===== src/rtl/pml_pkg.sv =====
/*
 * shared constants and carrier types for the per-port mii logic.
 * assumes one core clock of 250 mhz and a register port on the same clock.
 */
package pml_pkg;
    localparam int          CORE_MHZ        = 250;
    localparam int          MII100_KHZ      = 25000;
    localparam int          MII10_KHZ       = 2500;
    // half period of the mii clocks in core cycles
    localparam int          HALF100_CYC     = CORE_MHZ * 1000 / MII100_KHZ / 2;
    localparam int          HALF10_CYC      = CORE_MHZ * 1000 / MII10_KHZ / 2;
    localparam int          NLP_US          = 16;
    localparam int          NLP_CYC         = NLP_US * CORE_MHZ;
    localparam logic [3:0]  ERR_NIBBLE      = 4'hE;
    localparam logic [3:0]  SFD_FIRST       = 4'h5;
    // register offsets (word index == byte offset / 4)
    localparam logic [7:0]  OFS_CONTROL     = 8'h00;
    localparam logic [7:0]  OFS_PORTCFG     = 8'h40;
    localparam logic [7:0]  OFS_XOVER       = 8'h6C;
    localparam logic [7:0]  OFS_STATUS      = 8'h04;
    // register field positions and reset values
    localparam int          CTL_LOOP_BIT    = 14;
    localparam int          CTL_SPEED_BIT   = 13;
    localparam int          CTL_ANEG_BIT    = 12;
    localparam int          CTL_DUPLEX_BIT  = 8;
    localparam int          CFG_NOECHO_BIT  = 8;
    localparam int          CFG_FIBER_BIT   = 0;
    localparam int          XO_LSB          = 8;
    localparam logic [1:0]  XO_RESET        = 2'h2;
    localparam logic [15:0] CFG_RESET       = 16'h0000;

    typedef struct packed {
        logic [3:0] txd;
        logic       tx_en;
        logic       tx_er;
    } pml_tx_t;

    typedef struct packed {
        logic [3:0] rxd;
        logic       rx_dv;
        logic       rx_er;
        logic       crs;
        logic       col;
    } pml_rx_t;

    // symbols as delivered by the line decoder
    typedef enum logic [2:0] {
        SYM_IDLE, SYM_JK, SYM_DATA, SYM_TR, SYM_BAD, SYM_PRE, SYM_EOF
    } pml_sym_t;

    // line transmit symbols
    typedef enum logic [2:0] {
        LTX_IDLE, LTX_DATA, LTX_HALT, LTX_NLP, LTX_OFF
    } pml_ltx_t;
endpackage


===== src/rtl/pml_port.sv =====
/*
 * one port of mii logic: clocks, tx capture, rx framing, crs/col, loopback,
 * strap based startup and a small register port.
 * assumes a line decoder on core_clk delivering symbols and a mac on the mii.
 */
`timescale 1ns/1ps
`default_nettype none
// Behaviour
// at reset straps are read; unforced ports run negotiation or parallel detect
// a parallel detected link is always half duplex
// two bit crossover field, automatic crossover after reset
// fiber chosen only by config bit or strap, never by negotiation
// idle symbols at 100, link pulses at 10 while no data
// device drives tx and rx mii clocks, 25 mhz or 2.5 mhz
// tx data and control captured on rising tx clock
// mac raises tx enable with preamble, drops after last bit
// at 100 rx valid spans preamble through last data nibble
// at 10 preamble dropped, rx valid from first sfd nibble
// crs on receive always, on transmit only in half duplex
// at 100 crs rises on j/k and falls on t/r
// idle without t/r drops crs and pulses rx error one cycle
// at 10 crs follows valid preamble until end of frame
// invalid symbol at 100 gives rx error and nibble 1110
// tx error from mac sends halt symbols on the line
// col when half duplex with tx and rx both active
// 10 half duplex echo of tx data unless echo disable set
// test loopback disables line and returns tx data to rx
// test loopback needs loop set, full duplex, negotiation off
// mii moves four bit nibbles with their control signals
// duplex strap high gives full duplex default
// rate strap high gives 100 mbps default
// this module is instanced once per port
module pml_port (
    input  wire logic              core_clk,
    input  wire logic              rst_n,
    input  wire logic              rate_strap_pin,
    input  wire logic              half_full_strap_pin,
    input  wire logic              aneg_strap_pin,
    input  wire logic              fiber_strap_n_pin,
    input  wire pml_pkg::pml_tx_t  mii_tx,
    input  wire pml_pkg::pml_sym_t line_sym,
    input  wire logic [3:0]        line_nibble,
    input  wire logic              line_sym_stb,
    input  wire logic              an_done,
    input  wire logic              an_full,
    input  wire logic              an_fast,
    input  wire logic              pd_done,
    input  wire logic              pd_fast,
    input  wire logic [7:0]        reg_addr,
    input  wire logic [15:0]       reg_wdata,
    input  wire logic              reg_wr,
    input  wire logic              reg_rd,
    output logic [15:0]            reg_rdata,
    output logic                   tx_clk,
    output logic                   rx_clk,
    output pml_pkg::pml_rx_t       mii_rx,
    output pml_pkg::pml_ltx_t      line_tx,
    output logic [3:0]             line_tx_nibble,
    output logic                   line_en,
    output logic [1:0]             crossover_select,
    output logic                   fiber_sel
);
    import pml_pkg::*;

    function automatic logic [15:0] strip(input logic [15:0] v, input int b);
        strip = 16'(v[b]) << b;
    endfunction

    ////////////////////////////////////////////////////////////////////////
    // strap capture and control registers
    logic        strap_s1_q, strap_s2_q, strap_done_q;
    logic [3:0]  pin1_q, pin2_q;
    logic [15:0] ctl_q, cfg_q;
    logic [1:0]  xo_q;
    logic        speed100_q, full_q, linked_q;

    // no snapshot under reset: straps are sampled after release
    always_ff @(posedge core_clk or negedge rst_n) begin
        if (!rst_n) begin
            pin1_q       <= 4'h0;
            pin2_q       <= 4'h0;
            strap_done_q <= 1'b0;
        end else begin
            pin1_q       <= {rate_strap_pin, half_full_strap_pin,
                             aneg_strap_pin, fiber_strap_n_pin};
            pin2_q       <= pin1_q;
            strap_done_q <= strap_s2_q;
        end
    end
    always_ff @(posedge core_clk or negedge rst_n) begin
        if (!rst_n) begin
            strap_s1_q <= 1'b0;
            strap_s2_q <= 1'b0;
        end else begin
            strap_s1_q <= 1'b1;
            strap_s2_q <= strap_s1_q;
        end
    end
    wire strap_load = strap_s2_q && !strap_done_q;

    wire sel_ctl = reg_addr == OFS_CONTROL;
    wire sel_cfg = reg_addr == OFS_PORTCFG;
    wire sel_xo  = reg_addr == OFS_XOVER;
    wire sel_st  = reg_addr == OFS_STATUS;
    wire aneg_on = ctl_q[CTL_ANEG_BIT];

    // strap defaults
    wire [15:0] ctl_strap = strip({2'h0, pin2_q[3], 4'h0, pin2_q[2], 8'h0},
                                  CTL_SPEED_BIT)
                          | strip({3'h0, pin2_q[1], 12'h0}, CTL_ANEG_BIT)
                          | strip({7'h0, pin2_q[2], 8'h0}, CTL_DUPLEX_BIT);
    always_ff @(posedge core_clk or negedge rst_n) begin
        if (!rst_n) begin
            ctl_q <= 16'h0000;
            cfg_q <= CFG_RESET;
            xo_q  <= XO_RESET;
        end else if (strap_load) begin
            ctl_q <= ctl_strap;
            // fiber from strap here, or later from a port config write
            cfg_q <= {cfg_q[15:1], ~pin2_q[0]};
        end else if (reg_wr) begin
            if (sel_ctl) ctl_q <= reg_wdata;
            if (sel_cfg) cfg_q <= reg_wdata;
            // crossover field
            if (sel_xo)  xo_q  <= reg_wdata[XO_LSB +: 2];
        end
    end

    // operating mode resolution
    always_ff @(posedge core_clk or negedge rst_n) begin
        if (!rst_n) begin
            speed100_q <= 1'b0;
            full_q     <= 1'b0;
            linked_q   <= 1'b0;
        end else if (!aneg_on) begin
            speed100_q <= ctl_q[CTL_SPEED_BIT] || cfg_q[CFG_FIBER_BIT];
            full_q     <= ctl_q[CTL_DUPLEX_BIT];
            linked_q   <= strap_done_q;
        end else if (an_done) begin
            speed100_q <= an_fast;
            full_q     <= an_full;
            linked_q   <= 1'b1;
        end else if (pd_done) begin
            speed100_q <= pd_fast;
            full_q     <= 1'b0;
            linked_q   <= 1'b1;
        end
    end

    // test loopback condition
    wire test_loop = ctl_q[CTL_LOOP_BIT] && ctl_q[CTL_DUPLEX_BIT] && !aneg_on;
    // operational echo condition
    wire op_echo = !speed100_q && !full_q && !cfg_q[CFG_NOECHO_BIT];

    wire [15:0] status_word = {12'h000, test_loop, full_q, speed100_q,
                               linked_q};
    wire [15:0] rd_mux = sel_ctl ? ctl_q :
                         sel_cfg ? cfg_q :
                         sel_xo  ? {6'h00, xo_q, 8'h00} :
                         sel_st  ? status_word : 16'h0000;
    always_ff @(posedge core_clk or negedge rst_n) begin
        if (!rst_n) reg_rdata <= 16'h0000;
        else        reg_rdata <= reg_rd ? rd_mux : 16'h0000;
    end

    ////////////////////////////////////////////////////////////////////////
    // mii clock generation
    logic [8:0] div_q;
    logic       mclk_q;
    wire [8:0]  half = speed100_q ? 9'(HALF100_CYC - 1) : 9'(HALF10_CYC - 1);
    wire        div_end = div_q >= half;
    always_ff @(posedge core_clk or negedge rst_n) begin
        if (!rst_n) begin
            div_q  <= 9'h000;
            mclk_q <= 1'b0;
        end else begin
            div_q  <= div_end ? 9'h000 : div_q + 9'h001;
            mclk_q <= div_end ? ~mclk_q : mclk_q;
        end
    end
    wire mclk_rise = div_end && !mclk_q;
    assign tx_clk = mclk_q;
    assign rx_clk = mclk_q;

    ////////////////////////////////////////////////////////////////////////
    // tx capture on tx clock rise
    pml_tx_t tx_s1_q, tx_s2_q, tx_q;
    always_ff @(posedge core_clk or negedge rst_n) begin
        if (!rst_n) begin
            tx_s1_q <= '0;
            tx_s2_q <= '0;
            tx_q    <= '0;
        end else begin
            tx_s1_q <= mii_tx;
            tx_s2_q <= tx_s1_q;
            // tx enable framing comes from the mac
            if (mclk_rise) tx_q <= tx_s2_q;
        end
    end

    ////////////////////////////////////////////////////////////////////////
    // line transmit
    logic [13:0] nlp_q;
    wire nlp_due = nlp_q == 14'(NLP_CYC - 1);
    always_ff @(posedge core_clk or negedge rst_n) begin
        if (!rst_n) nlp_q <= 14'h0000;
        else        nlp_q <= nlp_due ? 14'h0000 : nlp_q + 14'h0001;
    end
    // line off in test loopback; R16 halt on tx error; R05 fill
    wire pml_ltx_t ltx_d = test_loop        ? LTX_OFF  :
                           tx_q.tx_er       ? LTX_HALT :
                           tx_q.tx_en       ? LTX_DATA :
                           speed100_q       ? LTX_IDLE :
                           nlp_due          ? LTX_NLP  : LTX_OFF;
    always_ff @(posedge core_clk or negedge rst_n) begin
        if (!rst_n) begin
            line_tx        <= LTX_OFF;
            line_tx_nibble <= 4'h0;
            line_en        <= 1'b0;
            crossover_select <= XO_RESET;
            fiber_sel      <= 1'b0;
        end else begin
            line_tx        <= ltx_d;
            line_tx_nibble <= tx_q.txd;
            line_en        <= !test_loop;
            crossover_select <= xo_q;
            fiber_sel      <= cfg_q[CFG_FIBER_BIT];
        end
    end

    ////////////////////////////////////////////////////////////////////////
    // receive framing
    logic       rcv_q, dv_q, err_q, sfd_q;
    logic [3:0] rnib_q;
    wire sym_end  = line_sym == SYM_TR || line_sym == SYM_EOF;
    wire start    = speed100_q ? line_sym == SYM_JK : line_sym == SYM_PRE;
    // idle without end delimiter
    wire bad_end  = speed100_q && rcv_q && line_sym == SYM_IDLE;
    // preamble nibbles are also 5, so only a data-class 5 opens the frame
    wire sfd_sym  = line_sym == SYM_DATA && line_nibble == SFD_FIRST;
    always_ff @(posedge core_clk or negedge rst_n) begin
        if (!rst_n) begin
            rcv_q  <= 1'b0;
            dv_q   <= 1'b0;
            err_q  <= 1'b0;
            sfd_q  <= 1'b0;
            rnib_q <= 4'h0;
        end else if (test_loop) begin
            rcv_q  <= 1'b0;
            dv_q   <= 1'b0;
            err_q  <= 1'b0;
            sfd_q  <= 1'b0;
        end else if (line_sym_stb) begin
            // carrier from start to end marker
            rcv_q <= (rcv_q || start) && !sym_end && !bad_end;
            // invalid symbol substitution
            err_q  <= bad_end || (speed100_q && line_sym == SYM_BAD);
            rnib_q <= (speed100_q && line_sym == SYM_BAD) ? ERR_NIBBLE
                                                          : line_nibble;
            // wait for first sfd nibble at 10
            if (!rcv_q || sym_end) sfd_q <= 1'b0;
            else if (sfd_sym) sfd_q <= 1'b1;
            // valid across preamble at 100
            dv_q <= rcv_q && !sym_end && !bad_end && (speed100_q ? 1'b1 :
                    (sfd_q || sfd_sym));
        end else if (mclk_rise) begin
            // error pulse ends at the next rx clock rise
            err_q <= 1'b0;
        end
    end

    ////////////////////////////////////////////////////////////////////////
    // mii receive outputs, loopback selection, crs and col
    wire loop_sel = test_loop || (op_echo && tx_q.tx_en && !rcv_q);
    // crs on receive, transmit only half duplex
    // test loopback is full duplex, so its transmit raises no carrier
    wire crs_d = rcv_q || (tx_q.tx_en && !full_q);
    // collision only in half duplex
    wire col_d = !full_q && tx_q.tx_en && rcv_q;
    // loop tx onto rx path
    pml_rx_t rx_d;
    assign rx_d.rxd   = loop_sel ? tx_q.txd   : rnib_q;
    assign rx_d.rx_dv = loop_sel ? tx_q.tx_en : dv_q;
    assign rx_d.rx_er = loop_sel ? tx_q.tx_er : err_q;
    assign rx_d.crs   = crs_d;
    assign rx_d.col   = col_d;
    always_ff @(posedge core_clk or negedge rst_n) begin
        if (!rst_n) mii_rx <= '0;
        else        mii_rx <= rx_d;
    end
    // instanced once per port by the chip top
endmodule
`default_nettype wire


===== config.mk =====
export PLATFORM = sky130hd
export DESIGN_NAME = pml_port
export DESIGN_NICKNAME = d
export VERILOG_FILES = /design/src/rtl/pml_pkg.sv /design/src/rtl/pml_port.sv
export SDC_FILE = /design/constraint.sdc
export NUM_CORES = 1
export LEC_CHECK = 0
export ABC_CLOCK_PERIOD_IN_PS = 2700
export BUFFER_PORTS_ARGS = -buffer_cell sky130_fd_sc_hd__buf_2
export CAP_MARGIN = 20
export CORE_UTILIZATION = 55
export CTS_CLUSTER_SIZE = 10
export DETAILED_ROUTE_END_ITERATION = 16
export PLACE_DENSITY = 0.78
export SETUP_SLACK_MARGIN = 0.2
export SLEW_MARGIN = 20
export SYNTH_ARGS = -nofsm -noshare
export SYNTH_HDL_FRONTEND = slang
export SYNTH_SLANG_ARGS = --single-unit

===== constraint.sdc =====
create_clock -name core_clk -period 2.7 [get_ports core_clk]
set_input_delay 0.27 -clock core_clk [delete_from_list [all_inputs] [get_ports core_clk]]
set_output_delay 0.27 -clock core_clk [all_outputs]
set_load 0.005 [all_outputs]

# == After elaboration in Yosys (flattened, before gate mapping) ==
# Cells that the tools add are included.
# classes
eq_ne,12
magnitude_cmp,1
bitwise,6
reduce_logical,51
mux,45
n_addsub,2
# op_table
operator,n
16-bit 2-to-1 mux,6
1-bit 2-to-1 mux,27
1-bit logical AND,19
"8-bit by 7-bit equality test with 1-bit output, second input constant",2
3-bit 2-to-1 mux,5
"14-bit by 1-bit adder with 14-bit output, second input constant",1
"14-bit by 12-bit equality test with 1-bit output, second input constant",1
14-bit 2-to-1 mux,1
14-bit by 13-bit bitwise OR with 14-bit output,1
14-bit by 9-bit bitwise OR with 14-bit output,1
4-bit 2-to-1 mux,3
1-bit zero test,10
10-bit 2-to-1 mux,1
"9-bit by 1-bit adder with 9-bit output, second input constant",1
"3-bit equality test, second input constant",3
9-bit by 6-bit >= comparator with 1-bit output,1
9-bit 2-to-1 mux,1
"8-bit by 3-bit equality test with 1-bit output, second input constant",1
8-bit zero test,1
1-bit logical OR,8
2-bit AND reduction,4
2-bit nonzero test,4
"3-bit by 2-bit equality test with 1-bit output, second input constant",2
6-bit 2-to-1 mux,1
7 further kinds,12
# word_totals
ff_bits,133
word_cells,157
output_inout_bits,37
input_bits,51

# == Depth between registers and ports, before layout ==
# Gate-level depths: netlist of the first run.
# depth
depth_word,8
depth_mapped,7
mapped_depth_nobuf,6

# == Worst setup path before layout of the first run ==
# OpenSTA, ideal clock, no wires.
# synth_path
kind,flip-flop to flip-flop
startpoint,register speed100_q
endpoint,register tx_q[0] (netlist bit)
t_arrival_ns,2.149
setup_time_ns,0.125
required_ns,2.575
setup_slack_ns,0.426
path_stages_with_launch,7
path_buffers,1
period_less_slack_ns,2.274
path_cell_list,dfrtp_1 -> inv_1 -> ha_1 -> a2111oi_0 -> o311a_1 -> clkbuf_1 -> mux2_2
# synth_between
elab_chain_len,3
# synth_lines
item,line,rtl
"start, declared",pml_port.sv:75,"logic speed100_q, full_q, linked_q;"
"start signal, assigned",pml_port.sv:136,speed100_q <= ctl_q[CTL_SPEED_BIT] || cfg_q[CFG_FIBER_BIT];
"start signal, assigned",pml_port.sv:140,speed100_q <= an_fast;
"start signal, assigned",pml_port.sv:144,speed100_q <= pd_fast;
6-bit 2-to-1 mux,pml_port.sv:170,wire [8:0] half = speed100_q ? 9'(HALF100_CYC - 1) : 9'(HALF10_CYC - 1);
9-bit by 6-bit >= comparator with 1-bit output,pml_port.sv:171,wire div_end = div_q >= half;
1-bit logical AND,pml_port.sv:181,wire mclk_rise = div_end && !mclk_q;
"end signal, assigned",pml_port.sv:197,if (mclk_rise) tx_q <= tx_s2_q;
"end, declared",pml_port.sv:187,"pml_tx_t tx_s1_q, tx_s2_q, tx_q;"
# Every way passes these cells.
# A chain may end at the register's enable or synchronous reset.

# == Worst setup path in the final report of the first run ==
# layout_path
startpoint,register speed100_q
endpoint,register tx_q[1] (netlist bit)
# Same word-level chain as after synthesis.

==> results of run 1 <==
placed cells by master (no fill, tap or decap), drive strengths merged, types with 3 or more instances in the layout:
cell type	count
nor2b	14
conb	3
dfstp	3
a21oi	29
nand3	25
o21ai	10
mux2	30
buf	97
clkinv	5
o22a	3
or3	5
nand2	23
nor2	33
nand2b	3
dlygate4sd3	28
nor4	6
mux2i	4
inv	19
xnor2	7
ha	6
clkbuf	18
dfrtp	130
a22oi	11
nor3	8
xor2	8
a32o	3
nand4	5
repair_timing:
item                                    CTS  global route
hold buffers                             27             1
hold endpoints to repair                 92             1
gates resized for setup                   0             1
endpoints found under the setup margin    0             7
area by class of cell:
type	count	area [µm²]	share of cell area
repair buffers	125	822.0	0.1212
clock inverters	14	147.6	0.02176
flip-flops and latches	133	3332	0.4911
inverters	14	52.55	0.007746
clock buffers	18	427.9	0.06308
multi-input cells	267	1841	0.2713
well taps	129	161.4	0.02379
synth_stat cells, types with 4 or more instances:
library cell / number / share of area
a21oi_1: 29 / 0.027
a22oi_1: 11 / 0.016
clkbuf_1: 10 / 0.0071
dfrtp_1: 130 / 0.61
ha_1: 6 / 0.014
inv_1: 14 / 0.0099
mux2_2: 20 / 0.043
mux2_4: 10 / 0.028
mux2i_1: 4 / 0.0076
nand2_1: 23 / 0.016
nand3_1: 24 / 0.023
nand4_1: 5 / 0.0059
nor2_1: 33 / 0.023
nor2b_1: 14 / 0.017
nor3_1: 8 / 0.0076
nor4_1: 6 / 0.0071
o21ai_0: 10 / 0.0095
or3_1: 5 / 0.0059
xnor2_1: 7 / 0.012
xor2_1: 8 / 0.013
stage by stage:
| stage | instance area, µm² | hold WS [ns] | worst slack (ns) | total power [W] |
|---|---|---|---|---|
| after CTS | 6773 | 0.001380 | 0.3695 | 0.005152 |
| final | 6784 | 0.01671 | 0.4845 | 0.005126 |
| after detailed placement | 5927 | 0.2937 | 0.4005 | 0.002904 |
| after global routing | 6784 | 0.004196 | 0.3102 | 0.005322 |
| after floorplan | 5299 | -0.02559 | 0.4259 | 0.002614 |
| after global placement | 5927 | 0.2803 | 0.5196 | 0.002871 |
kinds of logic (layout without fill, tap and decap cells):
family / Yosys count / after routing / synth area share
AND/OR/NAND/NOR: 132 / 132 / 0.1302
flip-flops: 133 / 133 / 0.6293
adder cells (fa/ha/maj): 6 / 6 / 0.01418
buffers and inverters: 30 / 171 / 0.02410
multiplexers: 34 / 34 / 0.07845
AO/OA/AOI/OAI: 77 / 77 / 0.09759
other: 2 / 3 / 0.001418
XOR/XNOR: 15 / 15 / 0.02481
metal layers:
layer  track usage  vias up  routed length (µm)
met2        0.4089      117                5842
met4        0.1037        0                 215
met3       0.07382       24                 603
met5             0        -                   0
li1              -     1786                   -
met1        0.3346     1973                5088
power breakdown:
| part | switching (W) | internal [W] |
|---|---|---|
| Combinational | 0.000284 | 0.000293 |
| Clock | 0.000868 | 0.00135 |
| Sequential | 0.000145 | 0.00219 |
registers in the layout, indices dropped and copies added, names as in the netlist, 2 cells and up:
name	cells
cfg_q	16
crossover_select	2
ctl_q	16
div_q	9
line_tx	3
line_tx_nibble	4
mii_rx	8
nlp_q	14
pin1_q	4
pin2_q	4
reg_rdata	16
rnib_q	4
tx_q	6
tx_s1_q	6
tx_s2_q	6
xo_q	2
final timing paths:
kind / end / slack, ns / cells past startpoint
setup / recovery: tx_q[1]$_DFFE_PN0P_ / 0.48 / 5
hold / removal: rnib_q[2]$_DFFE_PN0P_ / 0.02 / 2
setup reg to reg: tx_q[1]$_DFFE_PN0P_ / 0.48 / 5
hold reg to reg: tx_s2_q[4]$_DFF_PN0_ / 0.35 / 0
max in group asynchronous: pin2_q[3]$_DFF_PN0_ / 1.68 / 3
min in group asynchronous: nlp_q[12]$_DFF_PN0_ / 0.29 / 2
worst max-delay path, cell delays in order (launching register included):
cell and delay (ns):
dfrtp_1 0.37, inv_1 0.14, ha_1 0.27, a2111oi_1 0.49, o311a_1 0.46, mux2_2 0.38
==> metrics.csv, run 1 <==
metric,value,unit
Total Wirelength,11.75,mm
status,finished clean,
Peak VDD IR,513.9,µV
"Seq/Total Area, Yosys",0.6293,
Static Leak,3.226,nW
Fill cells,626,
TritonCTS clock tree,done,
DP Wirelength,7.853,mm
Port Buffers,87,
arrival time at the worst endpoint,2.62,ns
RD Place Congestion,0.8700,
CTS Sinks,133,
CTS buffer count,17,
Nets,615,
Critical Path End Type,flip-flop,
Mapped Cells,429,
worst clock skew,0.009458,ns
wire per inst,16.78,µm
Yosys cell types,56,
YS warnings,0,
Finished Core Util,0.7307,
clk root buf,clkbuf_8,
chip height,100.1,µm
global-route wire length before repair,19.33,mm
number of synthesized flops with an enable pin,0,
Final TNS setup,0,ns
Slew headroom,0.3487,
crit-path max FO,7,
"flops & latches, synth",133,
final cell count without fillers,700,
post-route ant nets,0,
initial antenna violation count,0,
"Primary FF master, synth",dfrtp_1,
Die W,100.1,µm
placed cells,640,
Final Critical Period,2.215,ns
post-synthesis area per instance,12.34,µm²
clk buf depth,2,
Post-CTS Setup Repair Bufs,0,
diodes inserted,0,
mapped cell area,5295,µm²
Via density,5.571,
total track usage,0.2569,
total congestion overflow,0,
CP startpoint kind,flip-flop,
PwrDens,755.6,nW/µm²
"Async S/R FF share, synth",1.000,
die footprint,10020,µm²
Initial Util,0.5704,
row cnt,35,
IO Count,88,
max-cap viol count,0,
RSZ-0062 raised after global routing,false,
htree depth,4,
Tightest Pin Transition,0.9663,ns
final setup violation count,0,
crit path launch,speed100_q$_DFFE_PN0P_,
core area,9284,µm²
Synth-to-Final Area Change,28.12,%
min-delay worst type,in2reg,
fin crit share,0.8205,
Worst-path clk slew,0.06,ns
maximum clock rate,0.4514,GHz
critical setup path kind,reg2reg,
critical path required time,3.11,ns
DR pass1 iterations,4,
Initial DRC Count,196,
vias in the first global route,3955,
layout cells sized above 1,0.2925,
R2R Path Start,speed100_q$_DFFE_PN0P_,
DRC violations left,0,
HP Start,line_nibble[2],
max-slew violation count,0,
DR vias,3900,
pin count of the biggest net entering global routing,65,
final hold violations,0,
Worst-Skew Late Latency,0.53,ns
Power figures use the tool's default switching activity.
==> run 2, diff against run 1 <==
--- a/config.mk
+++ b/config.mk
@@ -5,13 +5,13 @@
 export SDC_FILE = /design/constraint.sdc
 export NUM_CORES = 1
 export LEC_CHECK = 0
-export ABC_CLOCK_PERIOD_IN_PS = 2700
+export ABC_CLOCK_PERIOD_IN_PS = 1800
 export BUFFER_PORTS_ARGS = -buffer_cell sky130_fd_sc_hd__buf_2
 export CAP_MARGIN = 20
-export CORE_UTILIZATION = 55
+export CORE_UTILIZATION = 50
 export CTS_CLUSTER_SIZE = 10
 export DETAILED_ROUTE_END_ITERATION = 16
-export PLACE_DENSITY = 0.78
+export PLACE_DENSITY = 0.75
 export SETUP_SLACK_MARGIN = 0.2
 export SLEW_MARGIN = 20
 export SYNTH_ARGS = -nofsm -noshare
==> constraint.sdc (replaced) <==
create_clock -name core_clk -period 1.8 [get_ports core_clk]
set_input_delay 0.18 -clock core_clk [delete_from_list [all_inputs] [get_ports core_clk]]
set_output_delay 0.18 -clock core_clk [all_outputs]
set_load 0.005 [all_outputs]
==> run 2 against run 1 <==
  * The flow now finishes with violations (negative setup slack)
  * Critical path depth did not move
  * Clock-buffer cell count stayed put
  * Critical path type unchanged
  * Clock skew is essentially flat
  * Setup slack lost 0.59 ns
  * Worst hold slack gained 0.0091 ns
  * Largest cell class unchanged
  * First-iteration DRC count grew 32%
  * Die area rose by 9.8%
  * Sequential power is 51% higher
  * Non-clock buffer count is 38 higher
  * Combinational power up 96%
  * Via count increased by 4.0%
  * Final cell count rose by 6.4%
==> metrics.csv, run 2 (synthesized netlist as in run 1, its figures left out) <==
metric,value,unit,change
clk buf depth,2,,unchanged
DR pass1 iterations,5,,+1
final worst slack,-0.1041,ns,-0.5886 ns
Final Critical Period,1.904,ns,-0.3114 ns
initial antenna violation count,0,,unchanged
R2R Path Start,speed100_q$_DFFE_PN0P_,,
total track usage,0.2528,,-0.004129
PwrDens,1106,nW/µm²,+46%
Finished Core Util,0.7194,,-0.01135
status,"finished, violations left",,
Nets,653,,+6.2%
Slew headroom,0.6618,,+0.3131
critical setup path kind,reg2reg,,
Tightest Pin Transition,0.4945,ns,-0.4719 ns
arrival time at the worst endpoint,2.31,ns,-0.31 ns
die footprint,11010,µm²,+9.8%
final hold violations,0,,unchanged
Synth-to-Final Area Change,39.63,%,
Layout Cell Area excl Fill,7393,µm²,+9.0%
HP Start,an_fast,,
crit path cell chain,ha_1 -> nand4bb_1 -> or3_1 -> o311a_4 -> mux2_4,,
crit path launch,speed100_q$_DFFE_PN0P_,,
wire per inst,17.73,µm,+5.6%
critical path's top delay family,simple AND/OR/NAND/NOR gates,,
crit-path max FO,7,,unchanged
TritonCTS clock tree,done,,
vias in the first global route,4237,,+7.1%
hold slack,0.02577,ns,+0.009058 ns
most frequent cells in the layout,"dfrtp_1 (129), buf_2 (86), dlygate4sd3_1 (36), nor2_1 (31), buf_4 (31)",,
pin count of the biggest net entering global routing,47,,-28%
min-delay worst type,in2reg,,
Slowest Stage Delay on Critical Path,0.47,ns,-0.02 ns
Initial Util,0.5152,,-0.05513
max-cap viol count,0,,unchanged
row cnt,37,,+5.7%
Critical Path End Type,flip-flop,,
Initial DRC Count,258,,+32%
chip height,104.9,µm,+4.8%
diodes inserted,0,,unchanged
Via density,5.444,,-2.3%
CTS Sinks,133,,unchanged
global-route wire length before repair,21.09,mm,+9.1%
Peak VDD IR,658.0,µV,+28%
CTS buffer count,17,,unchanged
RD Place Congestion,0.8420,,-3.2%
post-route ant nets,0,,unchanged
Worst-path clk slew,0.06,ns,about the same
biggest regs,"cfg_q: 16 flops, ctl_q: 16 flops, reg_rdata: 16 flops",,
htree depth,4,,unchanged
IO Count,88,,unchanged
critical path required time,2.20,ns,-0.91 ns
max-slew violation count,0,,unchanged
core area,10280,µm²,+11%
Total Wirelength,13.21,mm,+12%
maximum clock rate,0.5252,GHz,+16%
DP Wirelength,8.247,mm,+5.0%
Critical-path top delay cell,dfrtp_2,,
DR vias,4056,,+4.0%
CP Buf/Inv Count,0,,-1
RSZ-0062 raised after global routing,true,,
total congestion overflow,0,,unchanged
layout cells sized above 1,0.3580,,+0.06549
CP startpoint kind,flip-flop,,
Port Buffers,87,,unchanged
Die W,104.9,µm,+4.8%
clk root buf,clkbuf_8,,
DRC violations left,0,,unchanged
Final TNS setup,-0.6270,ns,-0.6270 ns
fin crit share,1.058,,+0.2373
Worst R2R Setup Slack,-0.10,ns,-0.59 ns
final setup violation count,7,,+7
"most common cell after layout, fill and taps aside",dfrtp_1,,
Tot Pwr,0.008176,W,+60%
failing checks,negative setup slack,,
"Cell Area, Placed",6178,µm²,+4.2%
worst clock skew,0.009456,ns,-0.000001670 ns
Static Leak,3.512,nW,+8.9%
Worst-Skew Late Latency,0.53,ns,about the same
## run 2: cell count changes in the layout (fill, tap and decap cells not counted), moves of 3 or more
cell	before	now
dlygate4sd3_1	28	36
ha_1	6	2
buf_12	2	5
buf_4	8	31
nor3_1	8	5
nor4_1	6	3
mux2_4	10	21
buf_6	1	5
mux2_2	20	9
inv_6	5	0
## run 2: layout make-up
class,instances,area [µm²]
flip-flops and latches,133,3333
fillers,674,2884
multi-input cells,267,2052
repair buffers,163,1180
clock buffers,18,417.9
clock inverters,14,185.2
well taps,136,170.2
inverters,14,55.05
## run 2: path summary, 6_finish.rpt
kind / to / cells past startpoint
max in group asynchronous: line_tx[2]$_DFF_PN1_ / 3
worst max-delay path: tx_q[0]$_DFFE_PN0P_ / 5
worst max register to register: tx_q[0]$_DFFE_PN0P_ / 5
worst min-delay path: speed100_q$_DFFE_PN0P_ / 3
min in group asynchronous: crossover_select[0]$_DFF_PN0_ / 2
worst min register to register: tx_s2_q[3]$_DFF_PN0_ / 0
## run 2: stage by stage
step,instances,setup slack [ns]
floorplan,430,-0.04447
global placement,668,-0.1586
detailed placement,668,-0.2404
CTS,739,-0.08572
global route,745,-0.1600
finish,745,-0.1041
## run 2: routing by layer
metal | up-vias | GRT usage | wire length, µm
met5 | - | 0 | 0
met4 | 0 | 0.1358 | 423
met3 | 35 | 0.05490 | 565
met2 | 122 | 0.4082 | 6816
met1 | 2045 | 0.3199 | 5405
li1 | 1854 | - | -
## run 2: worst register-to-register path, cell delays in order (launching register included)
cell,delay (ns)
dfrtp_2,0.47
ha_1,0.33
nand4bb_1,0.13
or3_1,0.35
o311a_4,0.18
mux2_4,0.32
## run 2: power by group
part           total [W]  leakage (nW)  switching, W  internal [W]
Sequential       0.00353          1.69      0.000247       0.00329
Combinational    0.00113          1.53      0.000507      0.000620
Clock            0.00351         0.290       0.00128       0.00224
Total            0.00818          3.51       0.00203       0.00614
## run 2: repair_timing
| action | 4_1_cts | 5_1_grt |
|---|---|---|
| gates resized for setup | 10 | 25 |
| hold buffers | 36 | 0 |
| pin swaps | 1 | 5 |
| buffers inserted | 3 | 6 |
| setup endpoints to repair | 23 | 29 |
| cloned | 0 | 0 |
| endpoints found under the hold margin | 83 | 0 |
